## src/logic/tim_flag_pkg.sv

```systemverilog
// Constants for the timer interrupt flag logic
// Operation
// Seven interrupt requests, four channels, accumulator overflow and input, counter overflow, each enabled.
// Channel capture or compare sets its flag; writing one clears it.
// With fast clear, capture read or compare write clears that channel flag.
// A set channel flag never blocks later captures or compares.
// Accumulator wrap from ffff to 0000 sets overflow flag; enable gates request; write-one clears.
// With fast clear, any accumulator count access clears all accumulator flags.
// Event mode: each selected input edge sets accumulator input flag; write-one clears.
// Gated mode: trailing edge of active gate level sets input flag; enable gates request.
// Counter wrap sets counter overflow flag; enable gates request; write-one clears.
// Channel 3 compare at ffff with counter reset enabled never sets counter overflow.
// With fast clear, any counter access clears second flag register.
// A set counter overflow flag does not block later overflow detection.
// Reset clears every flag and enable bit.
// Counter reset enable makes channel 3 compare reset the counter, even on shared pin.
// Mode bit picks edge counting or divide-by-64 gated counting.
package tim_flag_pkg;
   localparam logic [3:0]  ADDR_FLAG1      = 4'h0;
   localparam logic [3:0]  ADDR_IE         = 4'h1;
   localparam logic [3:0]  ADDR_FLAG2      = 4'h2;
   localparam logic [3:0]  ADDR_CTRL       = 4'h3;
   localparam logic [3:0]  ADDR_ACC_CTRL   = 4'h4;
   localparam logic [3:0]  ADDR_ACC_FLAG   = 4'h5;
   localparam logic [3:0]  ADDR_IRQ        = 4'h6;
   localparam int          CTRL_FFC_BIT    = 0;
   localparam int          CTRL_CRST_BIT   = 1;
   localparam int          CTRL_OVIE_BIT   = 2;
   localparam int          ACC_MODE_BIT    = 0;
   localparam int          ACC_EDGE_BIT    = 1;
   localparam int          ACC_OVI_BIT     = 2;
   localparam int          ACC_INI_BIT     = 3;
   localparam int          ACC_OVF_BIT     = 0;
   localparam int          ACC_INF_BIT     = 1;
   localparam logic [15:0] COUNT_TOP       = 16'hffff;
   localparam logic [7:0]  RESET_BYTE      = 8'h00;
endpackage

```

## src/logic/tim_flag.sv

```systemverilog
// Timer interrupt flags, enables, fast clear and request outputs
`timescale 1ns/1ns
`default_nettype none
module tim_flag
   import tim_flag_pkg::*;
(
   // Clock and reset
   input  wire logic        clock,
   input  wire logic        srst,
   // Register port
   input  wire logic [3:0]  addr,
   input  wire logic [7:0]  wdata,
   input  wire logic        wr,
   input  wire logic        rd,
   output logic      [7:0]  rdata,
   // Timer events, same clock
   input  wire logic [3:0]  chan_event,
   input  wire logic [3:0]  chan_is_compare,
   input  wire logic [3:0]  capture_read,
   input  wire logic [3:0]  compare_write,
   input  wire logic        counter_wrap,
   input  wire logic [15:0] compare3_value,
   input  wire logic        accum_wrap,
   input  wire logic        counter_access,
   input  wire logic        accum_access,
   // Accumulator input pin, asynchronous
   input  wire logic        accum_input_pin,
   // Outputs
   output logic             counter_reset,
   output logic             accum_count_en,
   output logic [6:0]       irq
);
   logic [3:0] chan_flag_q;
   logic [3:0] chan_ie_q;
   logic       cnt_ovf_q;
   logic [7:0] rd_mux;
   logic [2:0] ctrl_q;
   logic [3:0] acc_ctrl_q;
   logic       ovf_q;
   logic       inf_q;
   logic [2:0] pin_q;
   logic [5:0] div_q;
   logic [7:0] rdata_q;

   wire fast_clr = ctrl_q[CTRL_FFC_BIT];
   wire wr_f1   = wr && addr == ADDR_FLAG1;
   wire wr_f2   = wr && addr == ADDR_FLAG2;
   wire wr_af   = wr && addr == ADDR_ACC_FLAG;
   // Fast clear per channel: capture read or compare write
   wire [3:0] chan_fc = {4{fast_clr}} &
      ((capture_read & ~chan_is_compare) | (compare_write & chan_is_compare));
   wire [3:0] chan_clr = (wr_f1 ? wdata[3:0] : 4'h0) | chan_fc;
   wire cnt_ovf_clr = (wr_f2 && wdata[7]) || (fast_clr && counter_access);
   wire acc_fc  = fast_clr && accum_access;
   wire ovf_clr = (wr_af && wdata[ACC_OVF_BIT]) || acc_fc;
   wire inf_clr = (wr_af && wdata[ACC_INF_BIT]) || acc_fc;
   // Wrap suppressed when ch3 compare resets at top
   wire cnt_ovf_set = counter_wrap && !(ctrl_q[CTRL_CRST_BIT] && compare3_value == COUNT_TOP);
   // Pin level after two-stage sync, in active polarity
   wire pin_s   = pin_q[1];
   wire pin_old = pin_q[2];
   wire act_now = pin_s ^ ~acc_ctrl_q[ACC_EDGE_BIT];
   wire act_old = pin_old ^ ~acc_ctrl_q[ACC_EDGE_BIT];
   // Event mode: entry into active level is the chosen edge; gated: leaving it
   wire inf_set = acc_ctrl_q[ACC_MODE_BIT] ? (act_old && !act_now)
                                          : (act_now && !act_old);
   wire div_tick = div_q == 6'h3f;

   always_ff @(posedge clock)
   begin
      if (srst)
      begin
         chan_flag_q <= 4'h0;
         chan_ie_q   <= 4'h0;
         cnt_ovf_q   <= 1'b0;
         ctrl_q      <= 3'h0;
         acc_ctrl_q  <= 4'h0;
         ovf_q       <= 1'b0;
         inf_q       <= 1'b0;
         pin_q       <= 3'h0;
         div_q       <= 6'h00;
         rdata_q     <= RESET_BYTE;
      end
      else
      begin
         // Set wins over any clear in the same cycle
         chan_flag_q <= (chan_flag_q & ~chan_clr) | chan_event;
         cnt_ovf_q   <= (cnt_ovf_q & ~cnt_ovf_clr) | cnt_ovf_set;
         ovf_q       <= (ovf_q & ~ovf_clr) | accum_wrap;
         inf_q       <= (inf_q & ~inf_clr) | inf_set;
         pin_q       <= {pin_q[1:0], accum_input_pin};
         div_q       <= div_q + 6'h01;
         if (wr && addr == ADDR_IE)
            chan_ie_q <= wdata[3:0];
         if (wr && addr == ADDR_CTRL)
            ctrl_q <= wdata[2:0];
         if (wr && addr == ADDR_ACC_CTRL)
            acc_ctrl_q <= wdata[3:0];
         rdata_q <= rd_mux;
      end
   end

   always_comb
   begin
      rd_mux = 8'h00;
      if (rd)
      begin
         unique case (addr)
            ADDR_FLAG1:    rd_mux = {4'h0, chan_flag_q};
            ADDR_IE:       rd_mux = {4'h0, chan_ie_q};
            ADDR_FLAG2:    rd_mux = {cnt_ovf_q, 7'h00};
            ADDR_CTRL:     rd_mux = {5'h00, ctrl_q};
            ADDR_ACC_CTRL: rd_mux = {4'h0, acc_ctrl_q};
            ADDR_ACC_FLAG: rd_mux = {6'h00, inf_q, ovf_q};
            ADDR_IRQ:      rd_mux = {1'b0, irq};
            default:       rd_mux = 8'h00;
         endcase
      end
   end

   assign rdata = rdata_q;
   assign irq = {cnt_ovf_q && ctrl_q[CTRL_OVIE_BIT],
                 inf_q && acc_ctrl_q[ACC_INI_BIT],
                 ovf_q && acc_ctrl_q[ACC_OVI_BIT],
                 chan_flag_q & chan_ie_q};
   assign counter_reset = ctrl_q[CTRL_CRST_BIT] && chan_event[3] && chan_is_compare[3];
   assign accum_count_en = acc_ctrl_q[ACC_MODE_BIT] ? (act_now && div_tick)
                                                   : (act_now && !act_old);

   chk_chan_set: assert property (@(posedge clock) disable iff (srst)
      chan_event[0] |=> chan_flag_q[0]) else $error("channel flag not set");
   chk_chan_w1c: assert property (@(posedge clock) disable iff (srst)
      wr_f1 && wdata[1] && !chan_event[1] && !chan_fc[1] ##0 !fast_clr |=> !chan_flag_q[1])
      else $error("channel write-one clear failed");
   chk_fast_chan: assert property (@(posedge clock) disable iff (srst)
      fast_clr && compare_write[2] && chan_is_compare[2] && !chan_event[2] |=> !chan_flag_q[2])
      else $error("fast clear of channel failed");
   chk_acc_fast: assert property (@(posedge clock) disable iff (srst)
      fast_clr && accum_access && !accum_wrap && !inf_set |=> !ovf_q && !inf_q)
      else $error("accumulator fast clear failed");
   chk_wrap_supp: assert property (@(posedge clock) disable iff (srst)
      !cnt_ovf_q && counter_wrap && ctrl_q[CTRL_CRST_BIT] && compare3_value == COUNT_TOP |=> !cnt_ovf_q)
      else $error("overflow set despite suppression");
   chk_wrap_set: assert property (@(posedge clock) disable iff (srst)
      counter_wrap && !ctrl_q[CTRL_CRST_BIT] |=> cnt_ovf_q) else $error("overflow flag not set");
   chk_irq_gate: assert property (@(posedge clock) disable iff (srst)
      irq[6] == (cnt_ovf_q && ctrl_q[CTRL_OVIE_BIT]) && irq[4] == (ovf_q && acc_ctrl_q[ACC_OVI_BIT]))
      else $error("request not gated by enable");
   chk_reset_clear: assert property (@(posedge clock)
      srst |=> irq == 7'h00 && !cnt_ovf_q) else $error("flags not clear after reset");
   chk_edge_flag: assert property (@(posedge clock) disable iff (srst)
      inf_set |=> inf_q) else $error("input flag not set");
   cov_chan: cover property (@(posedge clock) chan_event[3] ##1 irq[3]);
   cov_wrap: cover property (@(posedge clock) cnt_ovf_set ##1 cnt_ovf_clr);
   cov_gate: cover property (@(posedge clock) acc_ctrl_q[ACC_MODE_BIT] && inf_set);
endmodule
`default_nettype wire

```

## config.mk

```make
export PLATFORM = sky130hd
export DESIGN_NAME = tim_flag
export DESIGN_NICKNAME = d
export VERILOG_FILES = /design/src/logic/tim_flag_pkg.sv /design/src/logic/tim_flag.sv
export SDC_FILE = /design/constraint.sdc
export NUM_CORES = 1
export LEC_CHECK = 0
export BUFFER_PORTS_ARGS = -buffer_cell sky130_fd_sc_hd__buf_2
export CAP_MARGIN = 20
export CELL_PAD_IN_SITES_DETAIL_PLACEMENT = 1
export CELL_PAD_IN_SITES_GLOBAL_PLACEMENT = 1
export CORE_ASPECT_RATIO = 0.8
export CORE_MARGIN = 2
export CORE_UTILIZATION = 37
export CTS_CLUSTER_DIAMETER = 200
export CTS_CLUSTER_SIZE = 20
export DETAILED_ROUTE_END_ITERATION = 16
export GPL_TIMING_DRIVEN = 0
export PLACE_DENSITY_LB_ADDON = 0.1
export SLEW_MARGIN = 0
export SYNTH_ARGS = -nofsm -noshare
export SYNTH_HDL_FRONTEND = slang
export SYNTH_SLANG_ARGS = --single-unit
```

## constraint.sdc

```tcl
create_clock -name clock -period 2.7 [get_ports clock]
set_input_delay 0.135 -clock clock [delete_from_list [all_inputs] [get_ports clock]]
set_output_delay 0.135 -clock clock [all_outputs]
set_load 0.05 [all_outputs]
```

# Word-level counts from Yosys, hierarchy flattened
# Cells that the tools add are included.
[classes]
addsub = 1
mux = 4
n_bitwise = 23
eq_ne = 8
reduce_logical = 29
[ops]
columns = ["cell", "n"]
rows = [
  ["$pmux W8 S7", 1],
  ["$logic_and A1 B1 Y1", 21],
  ["$and A4 B4 Y4", 5],
  ["$eq A16 B16 Y1 const B", 1],
  ["$eq A4 B3 Y1 const B", 3],
  ["$or A4 B4 Y4", 3],
  ["$eq A4 B2 Y1 const B", 2],
  ["$not A4 Y4", 2],
  ["$add A6 B1 Y6 const B", 1],
  ["$eq A6 B6 Y1 const B", 1],
  ["$not A1 Y1", 5],
  ["$eq A4 B1 Y1 const B", 1],
  ["$logic_not A4 Y1", 1],
  ["$mux W4", 1],
  ["$and A1 B1 Y1", 3],
  ["$logic_not A1 Y1", 3],
  ["$logic_or A1 B1 Y1", 3],
  ["$or A1 B1 Y1", 3],
  ["$mux W1", 2],
  ["$reduce_or A2 Y1", 1],
  ["$xor A1 B1 Y1", 2],
]
[totals]
input_bits = 53
regBits = 35

# Logic depth before layout (Yosys ltp)
[logic_depth]
depth_word = 8
ltp_mapped = 6
mapped_depth_nobuf = 4

# Worst setup path after synthesis
# Ideal clock, no wire load.
[synth_timing]
kind = "reg-to-output"
from = "register acc_ctrl_q[1]"
to = "output port accum_count_en"
slack_ps = 795
stages_incl_launch_ff = 5
t_required_ps = 2565
arrival_ps = 1770
cell_sequence = "dfxtp_1 -> clkbuf_1 -> nor3b_1 -> a21oi_1 -> o21ai_0"
[synth_between]
elab_chain_cells = 5
elab_cells_between_ends = 7
cone_classes = "1 x mux; 3 x bitwise; 3 x reduce/logical"
[synth_rtl]
columns = ["element", "line", "source"]
rows = [
  ["start: declaration", "tim_flag.sv:38", "logic [3:0] acc_ctrl_q;"],
  ["start signal: assignment", "tim_flag.sv:98", "acc_ctrl_q <= wdata[3:0];"],
  ["$not A1 Y1 *", "tim_flag.sv:62, tim_flag.sv:63", ""],
  ["$xor A1 B1 Y1", "tim_flag.sv:63", "wire act_old = pin_old ^ ~acc_ctrl_q[ACC_EDGE_BIT];"],
  ["$logic_not A1 Y1", "tim_flag.sv:128", ": (act_now && !act_old);"],
  ["$logic_and A1 B1 Y1", "tim_flag.sv:128", ""],
  ["$mux W1 *", "tim_flag.sv:127", "assign accum_count_en = acc_ctrl_q[ACC_MODE_BIT] ? (act_now && div_tick)"],
  ["end: declaration", "tim_flag.sv:30", "output logic accum_count_en,"],
]
# Every way passes the cells marked *; elsewhere a longest branch is shown, timed or not.

# Worst setup path after layout
# Ends and elaborated chain as after synthesis.

==> impl_metrics.csv <==
group,metric,value,unit
outcome,status,"finished clean",
logic_synthesis,postSynthCellCount,191,
placed_design,place_ws,1160,ps
logic_synthesis,yosys.area_share.simple,29.6,%
clock_network,path_clk_slew,70,ps
layout,fin_util,48.8,%
global_routing,grt_pass1_vias,1697,
pwr,power.share.switching,24.8,%
route,avgViaCountPerCell,5.10,
pwr,p_leak,0.947,nW
floorplan,fp.dieArea,5150,um2
global_routing,antenna_found_initial,0,
clock_network,cts_setup_buffers,0,
timing,finalSetupViolCount,0,
timing,grt_setup_unrepaired,"no",
timing,finalClockSkew,6.07,ps
timing,fin_ws,903,ps
floorplan,core,4490,um2
timing,tightestPinTransition,658,ps
pwr,p_clk_share,36.0,%
clock_network,clk_path_buf_depth,2,
layout,fin_nets,318,
clock_network,htree_levels,2,
clock_network,cts.sinks,35,
timing,post-route-min-period,1800,ps
timing,maxSlewViolCount,0,
logic_synthesis,synth-seq-cells,35,
layout,antenna_cells,0,
floorplan,num_rows,22,
critical_path,worstPathArrival,1660,ps
critical_path,r2r_slack,1400,ps
floorplan,start_util,37.8,%
critical_path,worstSetupStartpointType,"flop",
critical_path,crit_chain,"clkbuf_1 > xor2_1 > or3_1 > o21ai_0 > buf_2",
route,firstDrtPassIters,4,
critical_path,slowest_delay,350,ps
placed_design,dpl-instance-area,2100,um2
timing,hold_ws,53.6,ps
clock_network,cts-root-buf,"clkbuf_8",
route,num_vias,1654,
logic_synthesis,synth-xor-area-share,2.58,%
floorplan,io_pins,70,
critical_path,crit_fanout,6,
timing,fin_crit_sh,66.6,%
logic_synthesis,synth_cell_types,40,
logic_synthesis,yosys_warnings,0,
route,wire_per_inst,14.6,um
pwr,seqPwrFrac,51.5,%
logic_synthesis,synthMuxAreaShare,9.37,%
logic_synthesis,synth_nets,245,
route,drt_first_iter_violations,50,
logic_synthesis,synth-compound-area-share,11.4,%
logic_synthesis,yosys.area_share.adder,0.737,%
global_routing,grt_util_all_layers,20.6,%
logic_synthesis,synth_top_family_by_area,"simple AND/OR/NAND/NOR gates",
logic_synthesis,syn_area,1700,um2
pwr,pwr_density_cell,484,nW/um2
worst_hold_path,worstHoldStart,"chan_event[1]",
pwr,max-vdd-ir-drop,0.321,mV
critical_path,r2r_cells,4,
timing,fmax,557,MHz
layout,drive_above_1_share,34.8,%
critical_path,cpMaxStageDelayCell,"or3_1",
pwr,power.share.combinational,12.5,%
route,drc,0,
global_routing,grt_pass1_wl,8.05,mm
critical_path,rr_endpoint,"cnt_ovf_q$_SDFF_PP0_",
route,routed_wirelength,4.72,mm
logic_synthesis,synthTopCellsByArea,"dfxtp_1, mux2i_1, mux2_2",
clock_network,cts_tree,"built",
pwr,power_switching,0.000263,W
logic_synthesis,syn_avg_cell_area,8.88,um2
clock_network,cts_resized,0,
logic_synthesis,yosysTopAreaCell,"dfxtp_1",
worst_hold_path,hold_path_class,"input pin to flop",
critical_path,critical_path_class,"flop to primary output",
worst_hold_path,whs_path_depth,3,
placed_design,globalplace.congestion,0.787,
layout,final_area,2190,um2
logic_synthesis,async_flop_share,0,%
logic_synthesis,ys_seq_area_share,41.3,%
layout,area_growth,29.1,%
clock_network,cts_hold_buf,0,
clock_network,cts_buffers,5,
pwr,p_int,0.000796,W
logic_synthesis,yosysTopAreaCellShare,41.3,%
critical_path,cp-end-kind,"primary output",
global_routing,grt_max_degree,11,
floorplan,die_height,64.6,um
critical_path,cp.required,2570,ps
flow_run,cap_violations,0,
global_routing,grt-ovfl-total,0,
timing,finalSetupTns,0,ps
floorplan,die_x,79.7,um
critical_path,reg2reg_from,"ctrl_q[1]$_SDFFE_PP0P_",
timing,hold_violations,0,
placed_design,hpwl,3.65,mm
placed_design,io_buffers,66,
critical_path,crit_buf_inv,2,
logic_synthesis,ys.flop_type,"dfxtp_1",
logic_synthesis,synth_edf_count,0,
critical_path,path_delay_family,"buffers and inverters",
route,ant_nets,0,
worst_hold_path,hold_path_end,"chan_flag_q[1]$_SDFF_PP0_",
timing,slew-limit-headroom,56.0,%
clock_network,insertion_delay,290,ps
==> cells by family (layout without fill, tap and decap cells) <==
logic type | count (synthesis) | count (layout)
XOR/XNOR | 5 | 5
multiplexers | 15 | 15
flip-flops | 35 | 35
buffers and inverters | 13 | 86
adder cells (fa/ha/maj) | 1 | 1
AND/OR/NAND/NOR | 91 | 91
AO/OA/AOI/OAI | 31 | 31
==> layer usage <==
| layer | global-route usage (%) | wire length, um | vias to the layer above |
|---|---|---|---|
| li1 | - | - | 818 |
| met1 | 28.0 | 2290 | 772 |
| met2 | 32.5 | 2010 | 60 |
| met3 | 4.60 | 346 | 4 |
| met4 | 6.47 | 68 | 0 |
| met5 | 0 | 0 | - |
==> per-stage QoR <==
stage	std cells	power (W)
finish	324	0.00106
global placement	317	0.000687
global route	324	0.00111
floorplan	191	0.000625
detailed placement	317	0.000690
CTS	324	0.00107
==> worst register-to-register path: stages, from the launching register on <==
cell and delay, ps:
dfxtp_1 420, nand4_1 110, nor4_1 180, nand4_1 200, a31o_2 280
==> final cells by class <==
class / count / area [um2]
multi-input combinational: 143 / 910
buffer: 10 / 75.1
sequential: 35 / 701
inverter: 3 / 11.3
tap: 60 / 75.1
fill: 567 / 2300
clock buffer: 6 / 82.6
timing repair buffer: 66 / 330
clock inverter: 1 / 5.00
==> state kept, by name (all words and copies together) (netlist names) <==
register	flops
acc_ctrl_q	4
chan_flag_q	4
chan_ie_q	4
cnt_ovf_q	1
ctrl_q	3
div_q	6
inf_q	1
ovf_q	1
pin_q	3
rdata	8
==> cell usage after synthesis (2+ instances only) <==
cell / n
a21oi_1: 13
a31oi_1: 3
and2_1: 10
and3_1: 2
buf_2: 3
buf_6: 4
clkbuf_1: 2
dfxtp_1: 35
inv_1: 3
mux2_2: 7
mux2i_1: 8
nand2_1: 17
nand2b_1: 2
nand3_1: 12
nand3b_1: 3
nand4_1: 5
nor2_1: 19
nor2b_1: 7
nor3_1: 2
nor3b_1: 4
nor4_1: 2
o21ai_0: 6
or3_1: 2
xor2_1: 4
==> power by group through the flow <==
stage / logic [W] / registers (W) / clock network (W)
after global routing: 0.000148 / 0.000546 / 0.000416
after floorplan: 0.0000711 / 0.000553 / 0
after global placement: 0.000131 / 0.000556 / 0
after detailed placement: 0.000133 / 0.000556 / 0
after CTS: 0.000134 / 0.000545 / 0.000389
final: 0.000133 / 0.000545 / 0.000381
==> cells in the final DEF (no fill, tap or decap), types with 2 or more instances in the layout <==
cell      count
buf_2        69
dfxtp_1      35
nor2_1       19
nand2_1      17
a21oi_1      13
nand3_1      12
and2_1       10
mux2i_1       8
nor2b_1       7
mux2_2        7
o21ai_0       6
clkbuf_8      6
nand4_1       5
nor3b_1       4
xor2_1        4
buf_6         4
inv_1         3
nand3b_1      3
a31oi_1       3
and3_1        2
clkbuf_1      2
or3_1         2
nand2b_1      2
nor3_1        2
nor4_1        2
==> worst max-delay path by stage <==
stage	slack [ps]	startpoint	cells past startpoint	end
2_1_floorplan	800	acc_ctrl_q[1]$_SDFFE_PP0P_	4	accum_count_en
3_3_place_gp	1150	addr[0]	6	chan_flag_q[2]$_SDFF_PP0_
3_5_place_dp	1160	addr[0]	6	chan_flag_q[1]$_SDFF_PP0_
4_1_cts	900	acc_ctrl_q[1]$_SDFFE_PP0P_	5	accum_count_en
5_1_grt	740	acc_ctrl_q[1]$_SDFFE_PP0P_	5	accum_count_en
6_report	900	acc_ctrl_q[1]$_SDFFE_PP0P_	5	accum_count_en
No activity file was read; power rests on OpenSTA's default activity.
